`config.mk`:
```
export PLATFORM = sky130hd
export DESIGN_NAME = fls_readback
export DESIGN_NICKNAME = d
export VERILOG_FILES = /design/src/pkg/fls_pkg.sv /design/src/verilog/fls_write_timer.sv /design/src/verilog/fls_readback.sv
export SDC_FILE = /design/constraint.sdc
export NUM_CORES = 1
export LEC_CHECK = 0
export BUFFER_PORTS_ARGS = -buffer_cell sky130_fd_sc_hd__buf_2
export CORE_MARGIN = 5
export CORE_UTILIZATION = 25
export CTS_BUF_LIST = sky130_fd_sc_hd__clkbuf_8 sky130_fd_sc_hd__clkbuf_16
export DETAILED_ROUTE_END_ITERATION = 10
export GPL_TIMING_DRIVEN = 0
export PLACE_DENSITY = 0.61
export SYNTH_ARGS = -nofsm -noshare
export SYNTH_HDL_FRONTEND = slang
export SYNTH_SLANG_ARGS = --single-unit
export TNS_END_PERCENT = 50
```
`constraint.sdc`:
```
create_clock -name clk_sys -period 6.41 [get_ports clk_sys]
set_clock_uncertainty 0.15 [all_clocks]
set_input_delay 0.3205 -clock clk_sys [delete_from_list [all_inputs] [get_ports clk_sys]]
set_output_delay 0.3205 -clock clk_sys [all_outputs]
set_load 0.01 [all_outputs]
```
`src/pkg/fls_pkg.sv`:
```
package fls_pkg;

    // ****************************************************************
    // timing
    // ****************************************************************
    localparam int unsigned CLK_MHZ             = 125;
    localparam int unsigned FLASH_WRITE_MIN_NS  = 3700000;
    localparam int unsigned FLASH_WRITE_MAX_NS  = 4500000;
    // least time rounds up, longest time rounds down
    localparam int unsigned FLASH_WRITE_MIN_CYC = (FLASH_WRITE_MIN_NS * CLK_MHZ + 999) / 1000;
    localparam int unsigned FLASH_WRITE_MAX_CYC = (FLASH_WRITE_MAX_NS * CLK_MHZ) / 1000;
    localparam int unsigned TIMER_W             = 20;

    // arming windows, counted from the first cycle after the control write
    localparam logic [2:0] WIN_FIRST  = 3'h1;
    localparam logic [2:0] LPM_WINDOW = 3'h3;
    localparam logic [2:0] SPM_WINDOW = 3'h4;
    localparam logic [2:0] WIN_STEP   = 3'h1;

    // ****************************************************************
    // register map
    // ****************************************************************
    localparam logic [7:0]  REG_CTRL_OFS      = 8'h00;
    localparam int unsigned CTRL_PROG_EN_BIT  = 0;
    localparam int unsigned CTRL_LOCK_SET_BIT = 3;
    localparam int unsigned CTRL_SIG_READ_BIT = 5;
    localparam int unsigned CTRL_BUSY_BIT     = 6;
    localparam logic [31:0] WB_ZERO           = 32'h0000_0000;

    // ****************************************************************
    // readback addresses
    // ****************************************************************
    localparam logic [15:0] Z_FUSE_LOW   = 16'h0000;
    localparam logic [15:0] Z_LOCK       = 16'h0001;
    localparam logic [15:0] Z_FUSE_EXT   = 16'h0002;
    localparam logic [15:0] Z_FUSE_HIGH  = 16'h0003;
    localparam logic [15:0] SIG_MFR      = 16'h0000;
    localparam logic [15:0] SIG_OSCCAL   = 16'h0001;
    localparam logic [15:0] SIG_FLASHSZ  = 16'h0002;
    localparam logic [15:0] SIG_DEVICE   = 16'h0004;
    localparam logic [15:0] SIG_TOFFSET  = 16'h0005;
    localparam logic [15:0] SIG_TGAIN    = 16'h0007;
    localparam logic [15:0] SIG_LOT_LO   = 16'h000E;
    localparam logic [15:0] SIG_LOT_HI   = 16'h0013;
    localparam logic [15:0] SIG_VAMB_L   = 16'h003C;
    localparam logic [15:0] SIG_VAMB_H   = 16'h003D;
    localparam logic [15:0] SIG_VHOT_L   = 16'h003E;
    localparam logic [15:0] SIG_VHOT_H   = 16'h003F;
    localparam logic [2:0]  LOT_IDX_ADJ  = 3'h2;
    localparam logic [7:0]  BYTE_ONES    = 8'hFF;
    localparam logic [3:0]  NIBBLE_ONES  = 4'hF;
    // lock write touches bits 5..2 only
    localparam logic [7:0]  LOCK_KEEP    = 8'hC3;
    localparam logic [7:0]  LOCK_RESET   = 8'hFF;

    // ****************************************************************
    // types
    // ****************************************************************
    typedef enum logic [1:0] {
        ARM_IDLE = 2'b00,
        ARM_LOCK = 2'b01,
        ARM_SIG  = 2'b11,
        ARM_SPM  = 2'b10
    } fls_arm_type;

    typedef struct packed {
        logic [7:0]      oscCal;
        logic [7:0]      tempOffset;
        logic [7:0]      tempGain;
        logic [5:0][7:0] lotChars;
        logic [15:0]     vrefAmb;
        logic [15:0]     vrefHot;
    } fls_sigTrim_type;

    typedef struct packed {
        logic [7:0] fuseLow;
        logic [7:0] fuseHigh;
        logic [3:0] fuseExt;
    } fls_fuse_type;

endpackage : fls_pkg

```
`src/verilog/fls_write_timer.sv`:
```
`timescale 1ns/10ps
`default_nettype none

// flash programming timer and lock byte store; power-on reset only
module fls_write_timer #(
    parameter int unsigned WRITE_CYCLES = fls_pkg::FLASH_WRITE_MIN_CYC
) (
    input  wire logic       clk_sys,
    input  wire logic       powerOnRst_b,
    input  wire logic       start,
    input  wire logic [7:0] newLock,
    output logic            busy,
    output logic [7:0]      lockBits
);
    import fls_pkg::*;

    localparam logic [TIMER_W-1:0] LAST = TIMER_W'(WRITE_CYCLES - 1);
    localparam logic [TIMER_W-1:0] ONE  = TIMER_W'(1);

    logic [TIMER_W-1:0] cntQ, cntD;
    logic               busyQ, busyD;
    logic [7:0]         lockQ, lockD, pendQ, pendD;

    // ****************************************************************
    // next state
    // ****************************************************************
    // system reset does not reach here, so a write in flight always completes
    always_comb begin
        cntD  = cntQ;
        busyD = busyQ;
        lockD = lockQ;
        pendD = pendQ;
        if (busyQ) begin
            if (cntQ == LAST) begin
                busyD = 1'b0;
                lockD = pendQ;
                cntD  = '0;
            end else begin
                cntD = cntQ + ONE;
            end
        end else if (start) begin
            busyD = 1'b1;
            pendD = newLock;
            cntD  = '0;
        end
    end

    // ****************************************************************
    // registers
    // ****************************************************************
    always_ff @(posedge clk_sys or negedge powerOnRst_b) begin
        if (!powerOnRst_b) begin
            cntQ  <= '0;
            busyQ <= 1'b0;
            lockQ <= LOCK_RESET;
            pendQ <= LOCK_RESET;
        end else begin
            cntQ  <= cntD;
            busyQ <= busyD;
            lockQ <= lockD;
            pendQ <= pendD;
        end
    end

    assign busy     = busyQ;
    assign lockBits = lockQ;

endmodule : fls_write_timer

`default_nettype wire

```
`src/verilog/fls_readback.sv`:
```
`timescale 1ns/10ps
`default_nettype none

// Contract
// - armed lock read with pointer 0x0001, load in three cycles returns lock bits.
// - lock arming clears on readback, on a store, or with no store in four; no load in three alone does not clear it.
// - once disarmed, loads return ordinary flash contents.
// - armed lock read with pointer 0x0000 returns fuse low byte.
// - armed lock read with pointer 0x0003 returns all eight fuse high bits.
// - pointer 0x0002 returns extended fuse in bits 3..0, upper nibble no fuse.
// - programmed fuse and lock bits read as 0, unprogrammed as 1.
// - signature arming plus load within three cycles returns the addressed signature byte.
// - signature arming clears after the read or after three idle cycles.
// - signature 0x00 maker, 0x02 flash size, 0x04 device identifier.
// - signature 0x01 oscillator calibration; 0x03 and 0x06 reserved.
// - signature 0x05 temperature offset, 0x07 temperature gain.
// - signature 0x0E..0x13 lot number, leftmost character at 0x0F.
// - 0x3C/0x3D ambient, 0x3E/0x3F hot reference voltage, low byte first.
// - lock writes last between 3.7 ms and 4.5 ms.
// - system reset does not abort a flash write in progress.
// - EEPROM write in progress blocks fuse and lock readback.
module fls_readback #(
    parameter logic [7:0]  MFR_ID       = 8'h5A,  // arbitrary value
    parameter logic [7:0]  FLASH_SIZE_ID = 8'h21, // arbitrary value
    parameter logic [7:0]  DEVICE_ID    = 8'h37,  // arbitrary value
    parameter int unsigned WRITE_CYCLES = fls_pkg::FLASH_WRITE_MIN_CYC
) (
    input  wire logic                     clk_sys,
    input  wire logic                     rst_b,
    input  wire logic                     powerOnRst_b,
    input  wire logic                     wb_cyc_i,
    input  wire logic                     wb_stb_i,
    input  wire logic                     wb_we_i,
    input  wire logic [7:0]               wb_adr_i,
    input  wire logic [3:0]               wb_sel_i,
    input  wire logic [31:0]              wb_dat_i,
    output logic [31:0]                   wb_dat_o,
    output logic                          wb_ack_o,
    input  wire logic                     lpmReq,
    input  wire logic [15:0]              lpmAddr,
    input  wire logic [7:0]               flashData,
    input  wire logic                     spmReq,
    input  wire logic [7:0]               spmData,
    input  wire logic                     eeprom_write_busy,
    input  wire fls_pkg::fls_fuse_type    fuseBytes,
    input  wire fls_pkg::fls_sigTrim_type sigTrim,
    output logic [7:0]                    lpmData,
    output logic                          lpmValid,
    output logic                          lpmFromConfig,
    output logic                          flashBusy
);
    import fls_pkg::*;

    fls_arm_type armQ, armD;
    logic [2:0]  winQ, winD;
    logic        ackQ, ackD;
    logic [31:0] datQ, datD;
    logic [7:0]  lpmDataQ, lpmDataD;
    logic        lpmValidQ, lpmValidD;
    logic        fromCfgQ, fromCfgD;
    logic        wbHit, ctrlWrite, lockStart, busyW;
    logic [7:0]  lockBits, newLock;

    // ****************************************************************
    // signature row lookup
    // ****************************************************************
    function automatic logic [7:0] sigByte(input logic [15:0] a, input fls_sigTrim_type t);
        logic [2:0] idx;
        idx = 3'(a[2:0] + LOT_IDX_ADJ);
        sigByte = BYTE_ONES;
        if (a == SIG_MFR) sigByte = MFR_ID;
        else if (a == SIG_FLASHSZ) sigByte = FLASH_SIZE_ID;
        else if (a == SIG_DEVICE) sigByte = DEVICE_ID;
        // calibration, reserved ones read all ones
        else if (a == SIG_OSCCAL) sigByte = t.oscCal;
        else if (a == SIG_TOFFSET) sigByte = t.tempOffset;
        else if (a == SIG_TGAIN) sigByte = t.tempGain;
        // lot characters, index 1 is leftmost
        else if (a >= SIG_LOT_LO && a <= SIG_LOT_HI) sigByte = t.lotChars[idx];
        // reference voltages, low byte at even address
        else if (a == SIG_VAMB_L) sigByte = t.vrefAmb[7:0];
        else if (a == SIG_VAMB_H) sigByte = t.vrefAmb[15:8];
        else if (a == SIG_VHOT_L) sigByte = t.vrefHot[7:0];
        else if (a == SIG_VHOT_H) sigByte = t.vrefHot[15:8];
    endfunction : sigByte

    // config byte map
    // stored bits already read 0 when programmed, so no inversion here
    function automatic logic [7:0] cfgByte(input logic [15:0] a, input fls_fuse_type f,
                                           input logic [7:0] lk);
        cfgByte = BYTE_ONES;
        if (a == Z_LOCK) cfgByte = lk;
        else if (a == Z_FUSE_LOW) cfgByte = f.fuseLow;
        else if (a == Z_FUSE_HIGH) cfgByte = f.fuseHigh;
        else if (a == Z_FUSE_EXT) cfgByte = {NIBBLE_ONES, f.fuseExt};
    endfunction : cfgByte

    // ****************************************************************
    // wishbone slave
    // ****************************************************************
    // writes are refused while the eeprom or a flash write is busy
    assign wbHit     = wb_cyc_i & wb_stb_i & ~ackQ;
    assign ctrlWrite = wbHit & wb_we_i & wb_sel_i[0] & (wb_adr_i == REG_CTRL_OFS)
                       & ~eeprom_write_busy & ~busyW;

    always_comb begin
        ackD = wbHit;
        datD = datQ;
        if (wbHit && !wb_we_i) begin
            datD = WB_ZERO;
            if (wb_adr_i == REG_CTRL_OFS) begin
                datD[CTRL_PROG_EN_BIT]  = (armQ != ARM_IDLE);
                datD[CTRL_LOCK_SET_BIT] = (armQ == ARM_LOCK);
                datD[CTRL_SIG_READ_BIT] = (armQ == ARM_SIG);
                datD[CTRL_BUSY_BIT]     = busyW;
            end
        end
    end

    // ****************************************************************
    // arming window and load steering
    // ****************************************************************
    always_comb begin
        armD      = armQ;
        winD      = winQ;
        lockStart = 1'b0;
        newLock   = lockBits & (spmData | LOCK_KEEP);
        lpmValidD = lpmReq;
        lpmDataD  = lpmReq ? flashData : lpmDataQ;
        fromCfgD  = 1'b0;
        case (armQ)
            ARM_IDLE: begin
                // window starts at one on the next cycle
                if (ctrlWrite && wb_dat_i[CTRL_PROG_EN_BIT]) begin
                    winD = WIN_FIRST;
                    if (wb_dat_i[CTRL_SIG_READ_BIT]) armD = ARM_SIG;
                    else if (wb_dat_i[CTRL_LOCK_SET_BIT]) armD = ARM_LOCK;
                    else armD = ARM_SPM;
                end
            end
            ARM_LOCK: begin
                // lock and fuse readback, blocked by eeprom write
                if (lpmReq && winQ <= LPM_WINDOW) begin
                    if (!eeprom_write_busy) begin
                        lpmDataD = cfgByte(lpmAddr, fuseBytes, lockBits);
                        fromCfgD = 1'b1;
                    end
                    armD = ARM_IDLE;
                end else if (spmReq) begin
                    // lock write handed to the timer
                    lockStart = 1'b1;
                    armD      = ARM_IDLE;
                end else if (winQ == SPM_WINDOW) begin
                    armD = ARM_IDLE;
                end else begin
                    winD = 3'(winQ + WIN_STEP);
                end
            end
            ARM_SIG: begin
                if (lpmReq) begin
                    lpmDataD = sigByte(lpmAddr, sigTrim);
                    fromCfgD = 1'b1;
                    armD     = ARM_IDLE;
                end else if (winQ == LPM_WINDOW) begin
                    armD = ARM_IDLE;
                end else begin
                    winD = 3'(winQ + WIN_STEP);
                end
            end
            ARM_SPM: begin
                // page operations live elsewhere; only the window is kept
                if (spmReq || winQ == SPM_WINDOW) armD = ARM_IDLE;
                else winD = 3'(winQ + WIN_STEP);
            end
            default: begin
                armD = ARM_IDLE;
            end
        endcase
    end

    // ****************************************************************
    // registers
    // ****************************************************************
    always_ff @(posedge clk_sys or negedge rst_b) begin
        if (!rst_b) begin
            armQ      <= ARM_IDLE;
            winQ      <= WIN_FIRST;
            ackQ      <= 1'b0;
            datQ      <= WB_ZERO;
            lpmDataQ  <= BYTE_ONES;
            lpmValidQ <= 1'b0;
            fromCfgQ  <= 1'b0;
        end else begin
            armQ      <= armD;
            winQ      <= winD;
            ackQ      <= ackD;
            datQ      <= datD;
            lpmDataQ  <= lpmDataD;
            lpmValidQ <= lpmValidD;
            fromCfgQ  <= fromCfgD;
        end
    end

    // timer kept on power-on reset only
    fls_write_timer #(
        .WRITE_CYCLES (WRITE_CYCLES)
    ) uTimer (
        .clk_sys      (clk_sys),
        .powerOnRst_b (powerOnRst_b),
        .start        (lockStart),
        .newLock      (newLock),
        .busy         (busyW),
        .lockBits     (lockBits)
    );

    assign wb_dat_o      = datQ;
    assign wb_ack_o      = ackQ;
    assign lpmData       = lpmDataQ;
    assign lpmValid      = lpmValidQ;
    assign lpmFromConfig = fromCfgQ;
    assign flashBusy     = busyW;
endmodule : fls_readback

`default_nettype wire

```
==> results.md <==
* Hold Vio Cnt, Final at 0
* Critical Path RT at 6.47 ns
* Status: completed
* Final WS setup at 3.860 ns
* TritonCTS clock tree: yes
* GRT Util Overall at 16.11%
* Die Height at 145.8 um
* Max_cap viols at 0
* CORE AREA at 0.01809 mm2
* P&R area growth vs syn at 35.67%
* Critical path startpoint category: flop
* Total grt overflow at 0
* Part of the cycle the worst path needs at 39.78%
* Die ar. at 0.02127 mm2
* CTS Buf Count at 9
* Row count at 49
* #FFs+latches synth at 57
* DRC violation count after routing at 0
* Yosys top cell area share at 17.36%
* Pin count of the biggest net entering global routing at 38
* Longest Clk Path Bufs at 2
* Yosys cell types at 76
* RSZ-0062 raised after global routing: no
* Root buffer cell: clkbuf_16
* Layout Cells excl Fill at 978
* Detail Placement HPWL at 14.59 mm
* Initial drt markers at 412
* Fill count at 1942
* Antenna diodes at 0
* Clk sinks at 57
* Drt total wl at 17.80 mm
* Crit path capture type: flop
* Max frequency at 392.1 MHz
* Least-Margin Pin Slew at 0.8377 ns
* Worst min-delay path category: in2reg
* DRT Pass-1 Iters at 5
* Wl on met1 at 8.245 mm
* Reg clk slew, reported paths at 0.06 ns
* Post-layout util at 34.60%
* Leak at 2.877 nW
* CP Max Fanout at 10
* Post-route ant nets at 0
* Post-detailed-route wirelength per cell at 18.20 um
* Synth Area per Inst at 8.906 um2
* TNS Setup at 0 ns
* H-tree Lvls at 3
* Cell Pwr Density at 212.6 mW/mm2
* Number of instances in the placed design at 960
* First-pass GRT wire length at 27.24 mm
* VDD IR max at 121.7 uV
* Met3 wire len at 843 um
* Crit path time final at 2.550 ns
* Max transition margin at 44.15%
* Top_reg_cell synth: dfrtp_1
* Seq/Total Area, Yosys at 31.60%
* I/O Pins at 253
* Fin nets at 957
* WP data arrival at 2.61 ns
* Mapped Cells at 518
* RePlAce Congestion at 0.8678
* Number of synthesized flops with an enable pin at 0
* Pre-CTS setup slack at 3.787 ns
* Tot Pwr at 0.001331 W
* Clock latency on the worst-skew pair at 0.33 ns
* Cell Area, Synth at 0.004613 mm2
* PortBufs at 186
* Largest area contributor in the netlist: dfrtp_1
* Ranking of synthesized cells by area: dfrtp_1 (17%), dfstp_2 (14%), buf_4 (5.0%), mux2i_1 (5.0%), mux4_2 (4.9%)
* Number of global-route vias before repair at 4904
* Ys async rst share at 100.0%
* Setup violators final at 0
* Slew Limit Fails at 0
* WL met2 at 8.486 mm
* Crit Path Category: reg2reg
* Vias/cell at 5.048
* Starting Density at 25.51%
* Yosys warns at 0
* Uppermost layer routed: met5
* Initial antenna violation count at 1
* Vias at 4937
* Reg2reg setup slack at 3.86 ns
* Post-cts sizing count at 0
* Chip Width at 145.8 um
* Fraction of layout cells with a size suffix above 1 at 40.99%
==> kinds of logic after synthesis <==
family / after synthesis / synth area share [%]
other: 1 / 0.08129
DFF: 57 / 31.60
xor gates and xnor gates: 4 / 0.7596
buffers and inverters: 67 / 8.354
muxes: 47 / 13.29
adders and majority gates: 4 / 1.085
AOI/OAI and AO/OA: 161 / 22.86
and+or+nand+nor: 177 / 21.97
==> path summary, 6_finish.rpt <==
kind,start,to,depth (start not counted)
min in group asynchronous,rst_b,lpmFromConfig,2
setup / recovery,uTimer.cntQ[0],uTimer.cntQ[5],8
setup reg to reg,uTimer.cntQ[0],uTimer.cntQ[5],8
hold reg to reg,uTimer.pendQ[3],uTimer.pendQ[3],2
hold / removal,lpmReq,lpmValid,1
max in group asynchronous,powerOnRst_b,uTimer.cntQ[13],2
==> layout make-up <==
type	count	area (um2)	area share, %
Multi-Input combinational cell	421	2872	45.88
Sequential cell	57	1458	23.29
Timing Repair Buffer	188	950.9	15.19
Buffer	52	329.1	5.258
Tap cell	229	286.5	4.578
Clock buffer	10	239.0	3.818
Clock inverter	6	67.56	1.080
Inverter	15	56.30	0.8996
==> state kept, by name, summed over array words and instances (netlist names) <==
signal	count
armQ	2
lpmData	8
lpmFromConfig	1
lpmValid	1
uTimer.busy	1
uTimer.cntQ	20
uTimer.lockBits	8
uTimer.pendQ	8
wb_ack_o	1
wb_dat_o	4
winQ	3
==> layout by cell type (no fill, tap or decap), drive strengths merged, types with 13 or more instances in the layout <==
| master | count |
|---|---|
| clkbuf | 20 |
| a21oi | 38 |
| inv | 13 |
| mux2i | 23 |
| dfrtp | 32 |
| mux2 | 14 |
| nor2 | 34 |
| buf | 228 |
| nand2 | 54 |
| conb | 28 |
| dfstp | 25 |
| o21ai | 50 |
| nor2b | 13 |
==> synthesized netlist by cell type (4+ instances only) <==
cell type,instances
nand2_1,54
o21ai_0,44
a21oi_1,38
dfrtp_1,32
nor2_1,32
buf_4,31
dfstp_2,25
mux2i_1,23
mux2_2,14
inv_1,13
nor2b_1,13
clkbuf_1,10
mux4_2,10
nand3_1,10
nor3_1,10
nand4_1,9
buf_2,8
a221oi_1,7
a31oi_1,7
and3_1,7
o22ai_1,7
o31ai_1,7
o21ai_1,6
o221ai_1,5
a22oi_1,4
and4_1,4
ha_1,4
nand3b_1,4
==> critical path, stage by stage, from the launching register on <==
cell     delay [ns]
dfrtp_1        0.38
ha_1           0.29
nor4b_2        0.29
nand4_2        0.18
o41ai_4        0.65
buf_6          0.23
a21oi_1        0.05
o21ai_1        0.13
o31ai_1        0.08
==> routing by layer <==
metal,vias up,track usage [%]
li1,2374,-
met1,2393,21.98
met2,148,26.33
met3,20,3.613
met4,2,3.181
met5,-,0
==> per-stage QoR <==
step / instance area, um2 / hold slack (ns)
after floorplan: 4715 / -0.1251
after global placement: 5932 / 0.1735
after detailed placement: 5932 / 0.1685
after CTS: 6259 / 0.02053
after global routing: 6259 / 0.02399
final: 6259 / 0.02946
==> power breakdown <==
| part | internal (W) | switching, W | total [W] |
|---|---|---|---|
| sequential | 0.000415 | 0.0000294 | 0.000445 |
| combinational | 0.000174 | 0.000220 | 0.000394 |
| clock | 0.000312 | 0.000180 | 0.000492 |
| total | 0.000901 | 0.000430 | 0.00133 |
==> repair_timing <==
| action | in CTS | in global routing |
|---|---|---|
| setup buffers | 0 | 0 |
| hold buffers | 2 | 0 |
| endpoints found under the hold margin | 32 | 0 |
No activity file was read; power rests on OpenSTA's default activity.
